$ cat config.mk
export PLATFORM = sky130hd
export DESIGN_NAME = step_advance_control
export DESIGN_NICKNAME = d
export VERILOG_FILES = /design/src/core/step_pkg.sv /design/src/core/burst_gate.sv /design/src/core/step_advance_control.sv
export SDC_FILE = /design/constraint.sdc
export NUM_CORES = 1
export LEC_CHECK = 0
export ABC_AREA = 1
export BUFFER_PORTS_ARGS = -buffer_cell sky130_fd_sc_hd__buf_2
export CORE_ASPECT_RATIO = 0.7
export CORE_MARGIN = 5
export CORE_UTILIZATION = 43
export DETAILED_ROUTE_END_ITERATION = 8
export PLACE_DENSITY = 0.8
export SLEW_MARGIN = 0
export SYNTH_ARGS = -nofsm -noshare
export SYNTH_HDL_FRONTEND = slang
export SYNTH_HIERARCHICAL = 1
export SYNTH_SLANG_ARGS = --single-unit
$ cat constraint.sdc
create_clock -name mclk -period 1.9 [get_ports mclk]
set_input_delay 0.38 -clock mclk [delete_from_list [all_inputs] [get_ports mclk]]
set_output_delay 0.38 -clock mclk [all_outputs]
set_load 0.005 [all_outputs]
$ cat src/core/step_pkg.sv
// Purpose: shared constants and types for the step advance controller
// Assumes: 32-bit AHB-Lite register bus, one clock
// Notes: all offsets and fields live here; reset values sit in the modules
package step_pkg;

	// ==========================================================
	// register map
	localparam logic [7:0] CTRL_OFFSET = 8'h00; // mode and command pulses
	localparam logic [7:0] STATUS_OFFSET = 8'h04; // holds and gate state

	// ==========================================================
	// control register fields
	localparam int MODE_LSB = 0; // mode field, three bits
	localparam int START_BIT = 8; // write one: start pulse
	localparam int STOP_BIT = 9; // write one: stop pulse
	localparam int STEP_BIT = 10; // write one: step press
	localparam int CLEAR_BIT = 11; // write one: start-group selection

	// ==========================================================
	// status register fields
	localparam int ST_STOP_BIT = 0;
	localparam int ST_INT_BIT = 1;
	localparam int ST_REP_BIT = 2;
	localparam int ST_EXT_BIT = 3;
	localparam int ST_FIRST_BIT = 4;
	localparam int ST_SECOND_BIT = 5;
	localparam int ST_DEV_LSB = 8; // device holds, one bit each

	// ==========================================================
	// devices with lockout: four tape units, then others
	localparam int DEV_COUNT = 8;
	localparam int DEV_SEL_W = 3;

	// ==========================================================
	// bus constants
	localparam logic [1:0] HTRANS_NONSEQ = 2'h2;
	localparam logic [1:0] HTRANS_SEQ = 2'h3;
	localparam logic [31:0] READ_ZERO = 32'h0;

	// test modes, mutually exclusive
	typedef enum logic [2:0] {
		MODE_NORMAL,
		MODE_CLOCK_MANUAL,
		MODE_CLOCK_AUTO,
		MODE_DIST_MANUAL,
		MODE_OP_MANUAL,
		MODE_OP_AUTO
	} mode_t;

	// requests from the command timing unit
	typedef struct packed {
		logic waitInternal; // internal reference begun
		logic waitRepeat; // repeat sequence begun
		logic waitTapeRw; // tape read or write begun
		logic testLockout; // lockout test on first step pulse
		logic [DEV_SEL_W-1:0] devSel; // device addressed
		logic [DEV_COUNT-1:0] initLockout; // device operation begun
	} timing_req_t;

	// completion signals
	typedef struct packed {
		logic arithDone; // arithmetic_sequencer resume
		logic repeatDone; // repeat_sequencer resume
		logic accessDone; // arith_register_access resume
		logic coreDone; // core_store resume
		logic drumDone; // drum_store resume
		logic [DEV_COUNT-1:0] devDone; // device resumes
	} resume_t;

endpackage

$ cat src/core/burst_gate.sv
// Purpose: two-flip-flop burst gate emitting controlled clock pulses
// Assumes: basic clock pulses arrive as one-cycle strobes on mclk
// Notes: both flip-flops rest at one; terminate forces both to one
`timescale 1ns/1ps

module burst_gate (
	input wire logic mclk,
	input wire logic rstN,
	input wire logic basicPulse,
	input wire logic trigger,
	input wire logic terminate,
	output logic ctlPulse,
	output logic firstRun,
	output logic secondRun
);

	// ==========================================================
	// state
	typedef struct packed {
		logic first; // burst_run_ff first stage
		logic second; // burst_run_ff second stage
	} gate_t;

	gate_t gate_reg; // registered gate
	gate_t gate_next; // next gate

	// pulse passes only while both stages are zero
	assign ctlPulse = basicPulse & ~gate_reg.first & ~gate_reg.second;
	assign firstRun = gate_reg.first;
	assign secondRun = gate_reg.second;

	// next-state logic
	always_comb begin
		gate_next = gate_reg;
		if (trigger) begin
			gate_next.first = 1'b0;
		end
		if (basicPulse && !gate_reg.first) begin
			gate_next.second = 1'b0;
		end
		// termination wins over a trigger
		if (terminate) begin
			gate_next.first = 1'b1;
			gate_next.second = 1'b1;
		end
	end

	// state register
	always_ff @(posedge mclk or negedge rstN) begin
		if (!rstN) begin
			gate_reg <= '{first: 1'b1, second: 1'b1};
		end else begin
			gate_reg <= gate_next;
		end
	end
endmodule

$ cat src/core/step_advance_control.sv
// Purpose: step_advance_controller gating controlled pulses into advances
// Assumes: 125 MHz mclk, AHB-Lite slave, strobes synchronous to mclk
// Notes: zero-wait-state bus; read data registered in address phase
// Notes on behaviour
// - distributor step gives one advance, burst ends
// - distributor burst ends only on three pulses
// - incomplete reference: next step runs continuous burst
// - arithmetic or repeat resume ends burst, re-enables single step
// - step operation burst runs to the end of the current instruction
// - auto step operation: oscillator starts, step ignored
// - advance steps sequencer; withheld while holds pending
// - start clears stop, advances then pass
// - start-group selection clears internal, repeat, external holds
// - stop sets stop flip-flop, blocks advances
// - wait-internal request sets internal hold
// - internal hold blocks advance and tape clock
// - internal completion resumes clear internal hold
// - wait-repeat request sets repeat hold
// - repeat resume clears repeat hold
// - tape read/write always halts; others when busy
// - separate hold per tape unit
// - lockout test leaves idle unit unchanged
// - trigger opens first stage, next pulse second
// - device resume then next pulse clears external hold
//
// Register access over AHB-Lite and the address map were chosen for this implementation.
`timescale 1ns/1ps

module step_advance_control #(
	parameter int DEVICES = step_pkg::DEV_COUNT
) (
	input wire logic mclk,
	input wire logic rst_n,
	// AHB-Lite slave
	input wire logic hsel,
	input wire logic [31:0] haddr,
	input wire logic [1:0] htrans,
	input wire logic hwrite,
	input wire logic [2:0] hsize,
	input wire logic [31:0] hwdata,
	input wire logic hready,
	output logic hreadyout,
	output logic hresp,
	output logic [31:0] hrdata,
	// pulse sources
	input wire logic basicPulse,
	input wire logic lowSpeedPulse,
	input wire logic stopSignal,
	input wire logic finalStepPulse,
	// command timing unit and resumes
	input wire step_pkg::timing_req_t timingReq,
	input wire step_pkg::resume_t resume,
	// outputs to sequencer and controls
	output logic stepAdvancePulse,
	output logic ctlPulse,
	output logic tapeSeqClock,
	output logic [DEVICES-1:0] devRefEnable
);

	// ==========================================================
	// reset release
	logic rstMeta; // first release stage
	logic rstN; // released reset used everywhere

	// two-stage release of the asynchronous reset
	always_ff @(posedge mclk or negedge rst_n) begin
		if (!rst_n) begin
			rstMeta <= 1'b0;
			rstN <= 1'b0;
		end else begin
			rstMeta <= 1'b1;
			rstN <= rstMeta;
		end
	end

	// ==========================================================
	// state
	typedef struct packed {
		step_pkg::mode_t mode; // selected test mode
		logic stopFf; // stop flip-flop
		logic waitInt; // internal hold
		logic waitRep; // repeat hold
		logic extHold; // external hold
		logic [step_pkg::DEV_SEL_W-1:0] extDev; // device that caused ext hold
		logic [DEVICES-1:0] devHold; // per-device hold, tape units first
		logic wrPend; // write data phase pending
		logic [7:0] wrAddr; // write address
		logic startCmd; // one-cycle command pulses
		logic stopCmd;
		logic stepCmd;
		logic clearCmd;
		logic [31:0] rdData; // registered read data
	} state_t;

	state_t st_reg; // registered state
	state_t st_next; // next state

	logic firstRun; // burst first stage
	logic secondRun; // burst second stage
	logic trigger; // burst start
	logic terminate; // burst end
	logic advanceOpen; // advance path enabled
	logic addrPhase; // valid address phase
	logic [31:0] statusWord; // status read value
	logic intDone; // any internal completion

	// ==========================================================
	// helpers

	// register word decode
	function automatic logic isReg(input logic [31:0] a, input logic [7:0] off);
		return (a[7:2] == off[7:2]) && (a[31:8] == 24'h000000);
	endfunction

	// ==========================================================
	// burst gate
	burst_gate u_gate (
		.mclk(mclk),
		.rstN(rstN),
		.basicPulse(basicPulse),
		.trigger(trigger),
		.terminate(terminate),
		.ctlPulse(ctlPulse),
		.firstRun(firstRun),
		.secondRun(secondRun)
	);

	// ==========================================================
	// advance path
	assign intDone = resume.arithDone | resume.accessDone | resume.coreDone | resume.drumDone;
	assign advanceOpen = ~st_reg.stopFf & ~st_reg.waitInt & ~st_reg.waitRep & ~st_reg.extHold;
	assign stepAdvancePulse = ctlPulse & advanceOpen;
	// tape clock blocked by internal hold
	assign tapeSeqClock = ctlPulse & ~st_reg.waitInt;
	// reference enable for each idle device
	assign devRefEnable = ~st_reg.devHold;

	// trigger and termination selection per mode
	always_comb begin
		trigger = 1'b0;
		terminate = 1'b0;
		case (st_reg.mode)
			step_pkg::MODE_NORMAL: begin
				trigger = st_reg.startCmd;
				terminate = st_reg.stopCmd | stopSignal;
			end
			step_pkg::MODE_CLOCK_MANUAL: begin
				trigger = st_reg.stepCmd;
				terminate = ctlPulse;
			end
			step_pkg::MODE_CLOCK_AUTO: begin
				trigger = lowSpeedPulse & ~st_reg.stopFf;
				terminate = ctlPulse;
			end
			step_pkg::MODE_DIST_MANUAL: begin
				trigger = st_reg.stepCmd;
				terminate = stepAdvancePulse | resume.arithDone | resume.repeatDone;
			end
			step_pkg::MODE_OP_MANUAL: begin
				trigger = st_reg.stepCmd;
				terminate = finalStepPulse;
			end
			step_pkg::MODE_OP_AUTO: begin
				trigger = lowSpeedPulse & ~st_reg.stopFf;
				terminate = finalStepPulse;
			end
			default: begin
				trigger = 1'b0;
				terminate = 1'b1;
			end
		endcase
	end

	// ==========================================================
	// bus
	assign addrPhase = hsel & hready & (htrans == step_pkg::HTRANS_NONSEQ
		| htrans == step_pkg::HTRANS_SEQ);
	assign hreadyout = 1'b1;
	assign hresp = 1'b0;
	assign hrdata = st_reg.rdData;

	// status word assembly
	always_comb begin
		statusWord = step_pkg::READ_ZERO;
		statusWord[step_pkg::ST_STOP_BIT] = st_reg.stopFf;
		statusWord[step_pkg::ST_INT_BIT] = st_reg.waitInt;
		statusWord[step_pkg::ST_REP_BIT] = st_reg.waitRep;
		statusWord[step_pkg::ST_EXT_BIT] = st_reg.extHold;
		statusWord[step_pkg::ST_FIRST_BIT] = firstRun;
		statusWord[step_pkg::ST_SECOND_BIT] = secondRun;
		statusWord[step_pkg::ST_DEV_LSB +: DEVICES] = st_reg.devHold;
	end

	// ==========================================================
	// next state
	always_comb begin
		st_next = st_reg;
		st_next.startCmd = 1'b0;
		st_next.stopCmd = 1'b0;
		st_next.stepCmd = 1'b0;
		st_next.clearCmd = 1'b0;
		st_next.wrPend = 1'b0;

		// address phase: latch write, fetch read data
		if (addrPhase) begin
			st_next.wrPend = hwrite;
			st_next.wrAddr = haddr[7:0];
			if (!hwrite) begin
				if (isReg(haddr, step_pkg::CTRL_OFFSET)) begin
					st_next.rdData = {29'h0, st_reg.mode};
				end else if (isReg(haddr, step_pkg::STATUS_OFFSET)) begin
					st_next.rdData = statusWord;
				end else begin
					st_next.rdData = step_pkg::READ_ZERO;
				end
			end
		end

		// data phase of a control write
		if (st_reg.wrPend && isReg({24'h000000, st_reg.wrAddr}, step_pkg::CTRL_OFFSET)) begin
			st_next.mode = step_pkg::mode_t'(hwdata[step_pkg::MODE_LSB +: 3]);
			st_next.startCmd = hwdata[step_pkg::START_BIT];
			st_next.stopCmd = hwdata[step_pkg::STOP_BIT];
			st_next.stepCmd = hwdata[step_pkg::STEP_BIT];
			st_next.clearCmd = hwdata[step_pkg::CLEAR_BIT];
		end

		if (st_reg.startCmd) begin
			st_next.stopFf = 1'b0;
		end
		if (st_reg.stopCmd || stopSignal) begin
			st_next.stopFf = 1'b1;
		end

		if (st_reg.clearCmd) begin
			st_next.waitInt = 1'b0;
			st_next.waitRep = 1'b0;
			st_next.extHold = 1'b0;
		end

		if (intDone) begin
			st_next.waitInt = 1'b0;
		end
		if (timingReq.waitInternal) begin
			st_next.waitInt = 1'b1;
		end

		if (resume.repeatDone) begin
			st_next.waitRep = 1'b0;
		end
		if (timingReq.waitRepeat) begin
			st_next.waitRep = 1'b1;
		end

		st_next.devHold = (st_reg.devHold & ~resume.devDone) | timingReq.initLockout;

		// idle device and pulse clear ext hold
		if (st_reg.extHold && ctlPulse && !st_reg.devHold[st_reg.extDev]) begin
			st_next.extHold = 1'b0;
		end
		// lockout test sets only on busy device
		if (timingReq.testLockout && st_reg.devHold[timingReq.devSel]) begin
			st_next.extHold = 1'b1;
			st_next.extDev = timingReq.devSel;
		end
		// tape read or write always halts
		if (timingReq.waitTapeRw) begin
			st_next.extHold = 1'b1;
			st_next.extDev = timingReq.devSel;
		end
	end

	// state register
	always_ff @(posedge mclk or negedge rstN) begin
		if (!rstN) begin
			st_reg <= '{mode: step_pkg::MODE_NORMAL, stopFf: 1'b1, waitInt: 1'b0,
				waitRep: 1'b0, extHold: 1'b0, extDev: '0, devHold: '0, wrPend: 1'b0,
				wrAddr: 8'h00, startCmd: 1'b0, stopCmd: 1'b0, stepCmd: 1'b0,
				clearCmd: 1'b0, rdData: 32'h0};
		end else begin
			st_reg <= st_next;
		end
	end
endmodule

# --- Word-level counts from Yosys, hierarchy flattened ---
# Cells that the tools add are included.
op_classes:
  n_mul: 0
  eq_ne: 8
  bitwise: 28
  n_reduce_logical: 26
  addsub: 0
  div: 0
  order_cmp: 2
  shift: 0
  mux: 23
op_table:
  columns: ["op", "count"]
  rows:
  - ["$mux W16", 2]
  - ["$logic_not A24 Y1", 1]
  - ["$not A8 Y8", 2]
  - ["$logic_not A6 Y1", 2]
  - ["$mux W4", 3]
  - ["$mux W1", 11]
  - ["$and A1 B1 Y1", 10]
  - ["$mux W9", 1]
  - ["$and A8 B8 Y8", 1]
  - ["$lt A3 B4 Y1 const B", 2]
  - ["$or A8 B8 Y8", 1]
  - ["$reduce_bool A2 Y1", 4]
  - ["$logic_and A1 B1 Y1", 7]
  - ["$not A1 Y1", 7]
  - ["$or A1 B1 Y1", 7]
  - ["$bmux W1 S3", 2]
  - ["$eq A3 B2 Y1 const B", 2]
  - ["$eq A3 B3 Y1 const B", 2]
  - ["$eq A6 B1 Y1 const B", 1]
  - ["$reduce_bool A3 Y1", 2]
  - ["$reduce_or A2 Y1", 3]
  - ["$eq A2 B2 Y1 const B", 2]
  - ["$pmux W1 S4", 1]
  - ["$reduce_bool A4 Y1", 1]
  - ["9 further kinds", 10]
word_totals:
  n_memories: 0
  in_bits: 106
  ramBits: 0
  latchBits: 0
  regBits: 67
  romBits: 0
  output_inout_bits: 45

# --- Logic depth before layout (Yosys ltp) ---
depth:
  ltp_word: 9
  ltp_mapped: 9
  ltp_nobuf: 9

# --- Hierarchy ---
# Netlist, hierarchy kept.
by_module_without_submodules:
  columns: ["mod", "area_each_um2", "instances", "seq_area_each_um2", "cells_each"]
  rows:
  - ["step_advance_control", 2421.1, 1, 1127.3, 299]
  - ["burst_gate", 82.6, 1, 52.6, 9]

# --- Worst setup path after synthesis ---
# OpenSTA, ideal clock, no wires.
synth_path:
  path_kind: "reg-to-output"
  from: "register u_gate.gate_reg, in the netlist u_gate/firstRun"
  to: "output port stepAdvancePulse"
  path_stages_with_launch: 6
  path_slack_ns: 0.568
  t_required_ns: 1.520
  t_arrival_ns: 0.952
  cell_sequence: "dfstp_2 inv_2 nand2_2 nor2_1 inv_1 nor3_1"
synth_between:
  elab_chain_cells: 4
synth_lines:
  columns: ["item", "line", "source"]
  rows:
  - ["from (decl)", "burst_gate.sv:24", "gate_t gate_reg;"]
  - ["from (signal assigned)", "burst_gate.sv:51", "gate_reg <= '{first: 1'b1, second: 1'b1};"]
  - ["from (signal assigned)", "burst_gate.sv:53", "gate_reg <= gate_next;"]
  - ["$not A1 Y1", "burst_gate.sv:28", "assign ctlPulse = basicPulse & ~gate_reg.first & ~gate_reg.second;"]
  - ["$and A1 B1 Y1 (2 in a row)", "burst_gate.sv:28", null]
  - ["net ctlPulse", "step_advance_control.sv:55", "output logic ctlPulse,"]
  - ["$and A1 B1 Y1", "step_advance_control.sv:132", "assign stepAdvancePulse = ctlPulse & advanceOpen;"]
  - ["to (decl)", "step_advance_control.sv:54", "output logic stepAdvancePulse,"]
# The timed path passes the listed nets, and every way through them passes these cells.

# --- Worst setup path after layout ---
layout_path:
  from: "register u_gate.gate_reg, in the netlist u_gate/firstRun"
  to: "output port stepAdvancePulse"
layout_between:
  elab_chain_cells: 4
layout_lines:
  columns: ["item", "line"]
  rows:
  - ["$not A1 Y1", "burst_gate.sv:28"]
  - ["$and A1 B1 Y1 (2 in a row)", "burst_gate.sv:28"]
  - ["$and A1 B1 Y1", "step_advance_control.sv:132"]
# No other way between the ends.

==> impl_metrics.tcl <==
set metrics [dict create \
    seq_area_frac_synth 0.4713 \
    fin_cells 473 \
    placed_cell_area_um2 2905 \
    drc_errors 0 \
    required_ps 1520 \
    dp.cells 464 \
    yosysWarnings 6 \
    num_vias 2163 \
    start_util 0.4394 \
    status "finished clean" \
    timing.critical_path.buf_inv 3 \
    critical_path.top_delay_family "flip-flops" \
    cts_tree "built" \
    cts-buffers-inserted 5 \
    netlist.area_leader.share 0.4398 \
    hpwl_mm 5.019 \
    worstSkewPairLatency_ps 290 \
    synthCells 308 \
    fin_crit_ps 1735 \
    setup_viol 0 \
    placeableCoreArea_um2 5698 \
    antenna_found_initial 0 \
    worst_ep_arrival_time_ps 1360 \
    fin_tns_setup_ps 0 \
    synth_cell_type_count 30 \
    crit_path_cell_trace "inv_2 -> nand2_2 -> nor2_2 -> inv_1 -> nor3_2 -> buf_2" \
    io_pins 151 \
    row_count 23 \
    final_common_cell "buf_2" \
    grt_util_all_layers 0.1663 \
    place_congestion 0.8529 \
    die_width_um 101.2 \
    crit_slowest_cell "dfstp_2" \
    fmax_ghz 0.5763 \
    post-cts-setup-buffers 0 \
    ys_top_cells_by_area "dfrtp_1 (44%), buf_4 (10%), nand2_1 (10%), nand3_1 (7.0%), inv_1 (4.2%)" \
    power_mw 2.192 \
    cts_buffer_depth 2 \
    cts_root_buf "clkbuf_8" \
    synth.largest_area_cell "dfrtp_1" \
    largest_reg_flops 29 \
    fin_nets 503 \
    final_area_um2 3023 \
    avgRoutedWirePerCell_um 13.07 \
    tightest_slew_ps 560.4 \
    drive_gt1_frac 0.3342 \
    final-hold-violation-count 0 \
    io_buffer_count 99 \
    finalCritPeriodShare 0.9132 \
    final_cell_mix "buf_2 (99), nand2_1 (67), dfrtp_1 (43)" \
    min_path_type "in -> reg" \
    worstPathMaxFanout 3 \
    slew_viol_final 0 \
    grt_pass1_wl_mm 9.804 \
    drt-initial-drc-count 91 \
    crit_path_end_kind "output port" \
    start_kind "register" \
    skew_ps 6.563 \
    die_h_um 73.84 \
    slew_headroom 0.6264 \
    worstSetupPathType "reg -> out" \
    diodes 0 \
    cts.sinks 47 \
    cpPeakStageDelay_ps 380 \
    synth_seq_cells 47 \
    ant_nets 0 \
    syn2layout_area_growth_pct 20.74 \
    cap_viol_max_count 0 \
    dr.pass1.iters 6 \
    grt_overflow 0 \
    rsz0062_at_grt "false" \
    htree_levels 2 \
    drt_wl_total_mm 6.183 \
    syn_area_per_cell_um2 8.129 \
    dieArea_um2 7473 \
    clkTransAtPathRegs_ps 80 \
    p_leak_nw 1.745 \
    grt_pass1_vias 2096 \
    grt_max_degree 27 \
    ir_drop_mv 0.4250 \
    fin_hold_ws_ps 261.6 \
    power_density_nw_per_um2 725.0 \
    vias_per_cell 4.573 \
    syn-cell-area_um2 2504 \
]
==> stage by stage <==
step	worst slack [ps]	utilization
6_report	164.9	0.5305
5_1_grt	64.85	0.5305
4_1_cts	24.90	0.5292
3_5_place_dp	297.4	0.5099
3_3_place_gp	316.1	0.5099
2_1_floorplan	500.2	-
==> worst register-to-register path, delay by kind of cell, from the launching register on <==
kind	cells	cell delay, ps
compound gates	2	310
simple gates	4	290
buf+inv	3	230
flops	1	550
==> synthesized netlist by cell type <==
cell type and number:
a21oi_1 4, dfrtp_1 44, a31o_1 1, or2_0 1, o21ai_1 4, inv_1 28
nand3_4 1, nand3_1 35, nor2_1 26, conb_1 2, o21ai_0 9, dfstp_2 3
nand4_1 1, nand2_2 1, o21bai_1 8, o211ai_1 7, nor2_2 1, nor4_1 3
buf_4 35, nand2_1 67, nor3b_2 1, nor3_2 2, buf_2 1, inv_2 11
nor2_8 1, clkbuf_1 4, o31ai_1 1, nor3_1 3, or2_1 2, nand3b_1 1
==> per-layer routing <==
layer	vias to the layer above	GRT usage	part of all wire
met4	0	0.04130	0.0089
met5	-	0	0
li1	1106	-	-
met3	4	0.04934	0.097
met2	94	0.2594	0.44
met1	959	0.2278	0.46
==> final timing paths <==
| path | startpoint | to | slack (ps) | depth (start not counted) |
|---|---|---|---|---|
| setup / recovery | u_gate/firstRun | stepAdvancePulse | 160 | 6 |
| hold reg to reg | rstN | st_reg[42] | 270 | 0 |
| hold / removal | resume[1] | st_reg[46] | 260 | 2 |
| max in group asynchronous | rstN | st_reg[55] | 1010 | 1 |
| min in group asynchronous | rstN | st_reg[42] | 270 | 0 |
| setup reg to reg | u_gate/firstRun | u_gate/firstRun | 460 | 9 |
==> area by class of cell <==
type | instances | area (um^2)
clock buffers | 8 | 100.1
inverters | 39 | 146.4
multi-input cells | 201 | 973.4
repair buffers | 103 | 528.0
well taps | 75 | 93.84
fillers | 560 | 2675
flip-flops and latches | 47 | 1181
==> cell families after synthesis <==
| logic type | synth area share |
|---|---|
| AOI/OAI and AO/OA | 0.08546 |
| other | 0.003000 |
| and+or+nand+nor | 0.2689 |
| buffers and inverters | 0.1714 |
| DFF | 0.4713 |
==> where the power goes <==
| group | internal [mW] | switching (mW) |
|---|---|---|
| sequential | 1.07 | 0.111 |
| clock | 0.332 | 0.318 |
| combinational | 0.159 | 0.201 |
| total | 1.56 | 0.630 |
==> timing repair <==
action                                  4_1_cts  5_1_grt
hold buffers                                  1        0
endpoints found under the setup margin        0        1
hold endpoints to repair                      2        0
gates resized for setup                       0        2
Note: power is estimated with default switching activity, not from simulation.
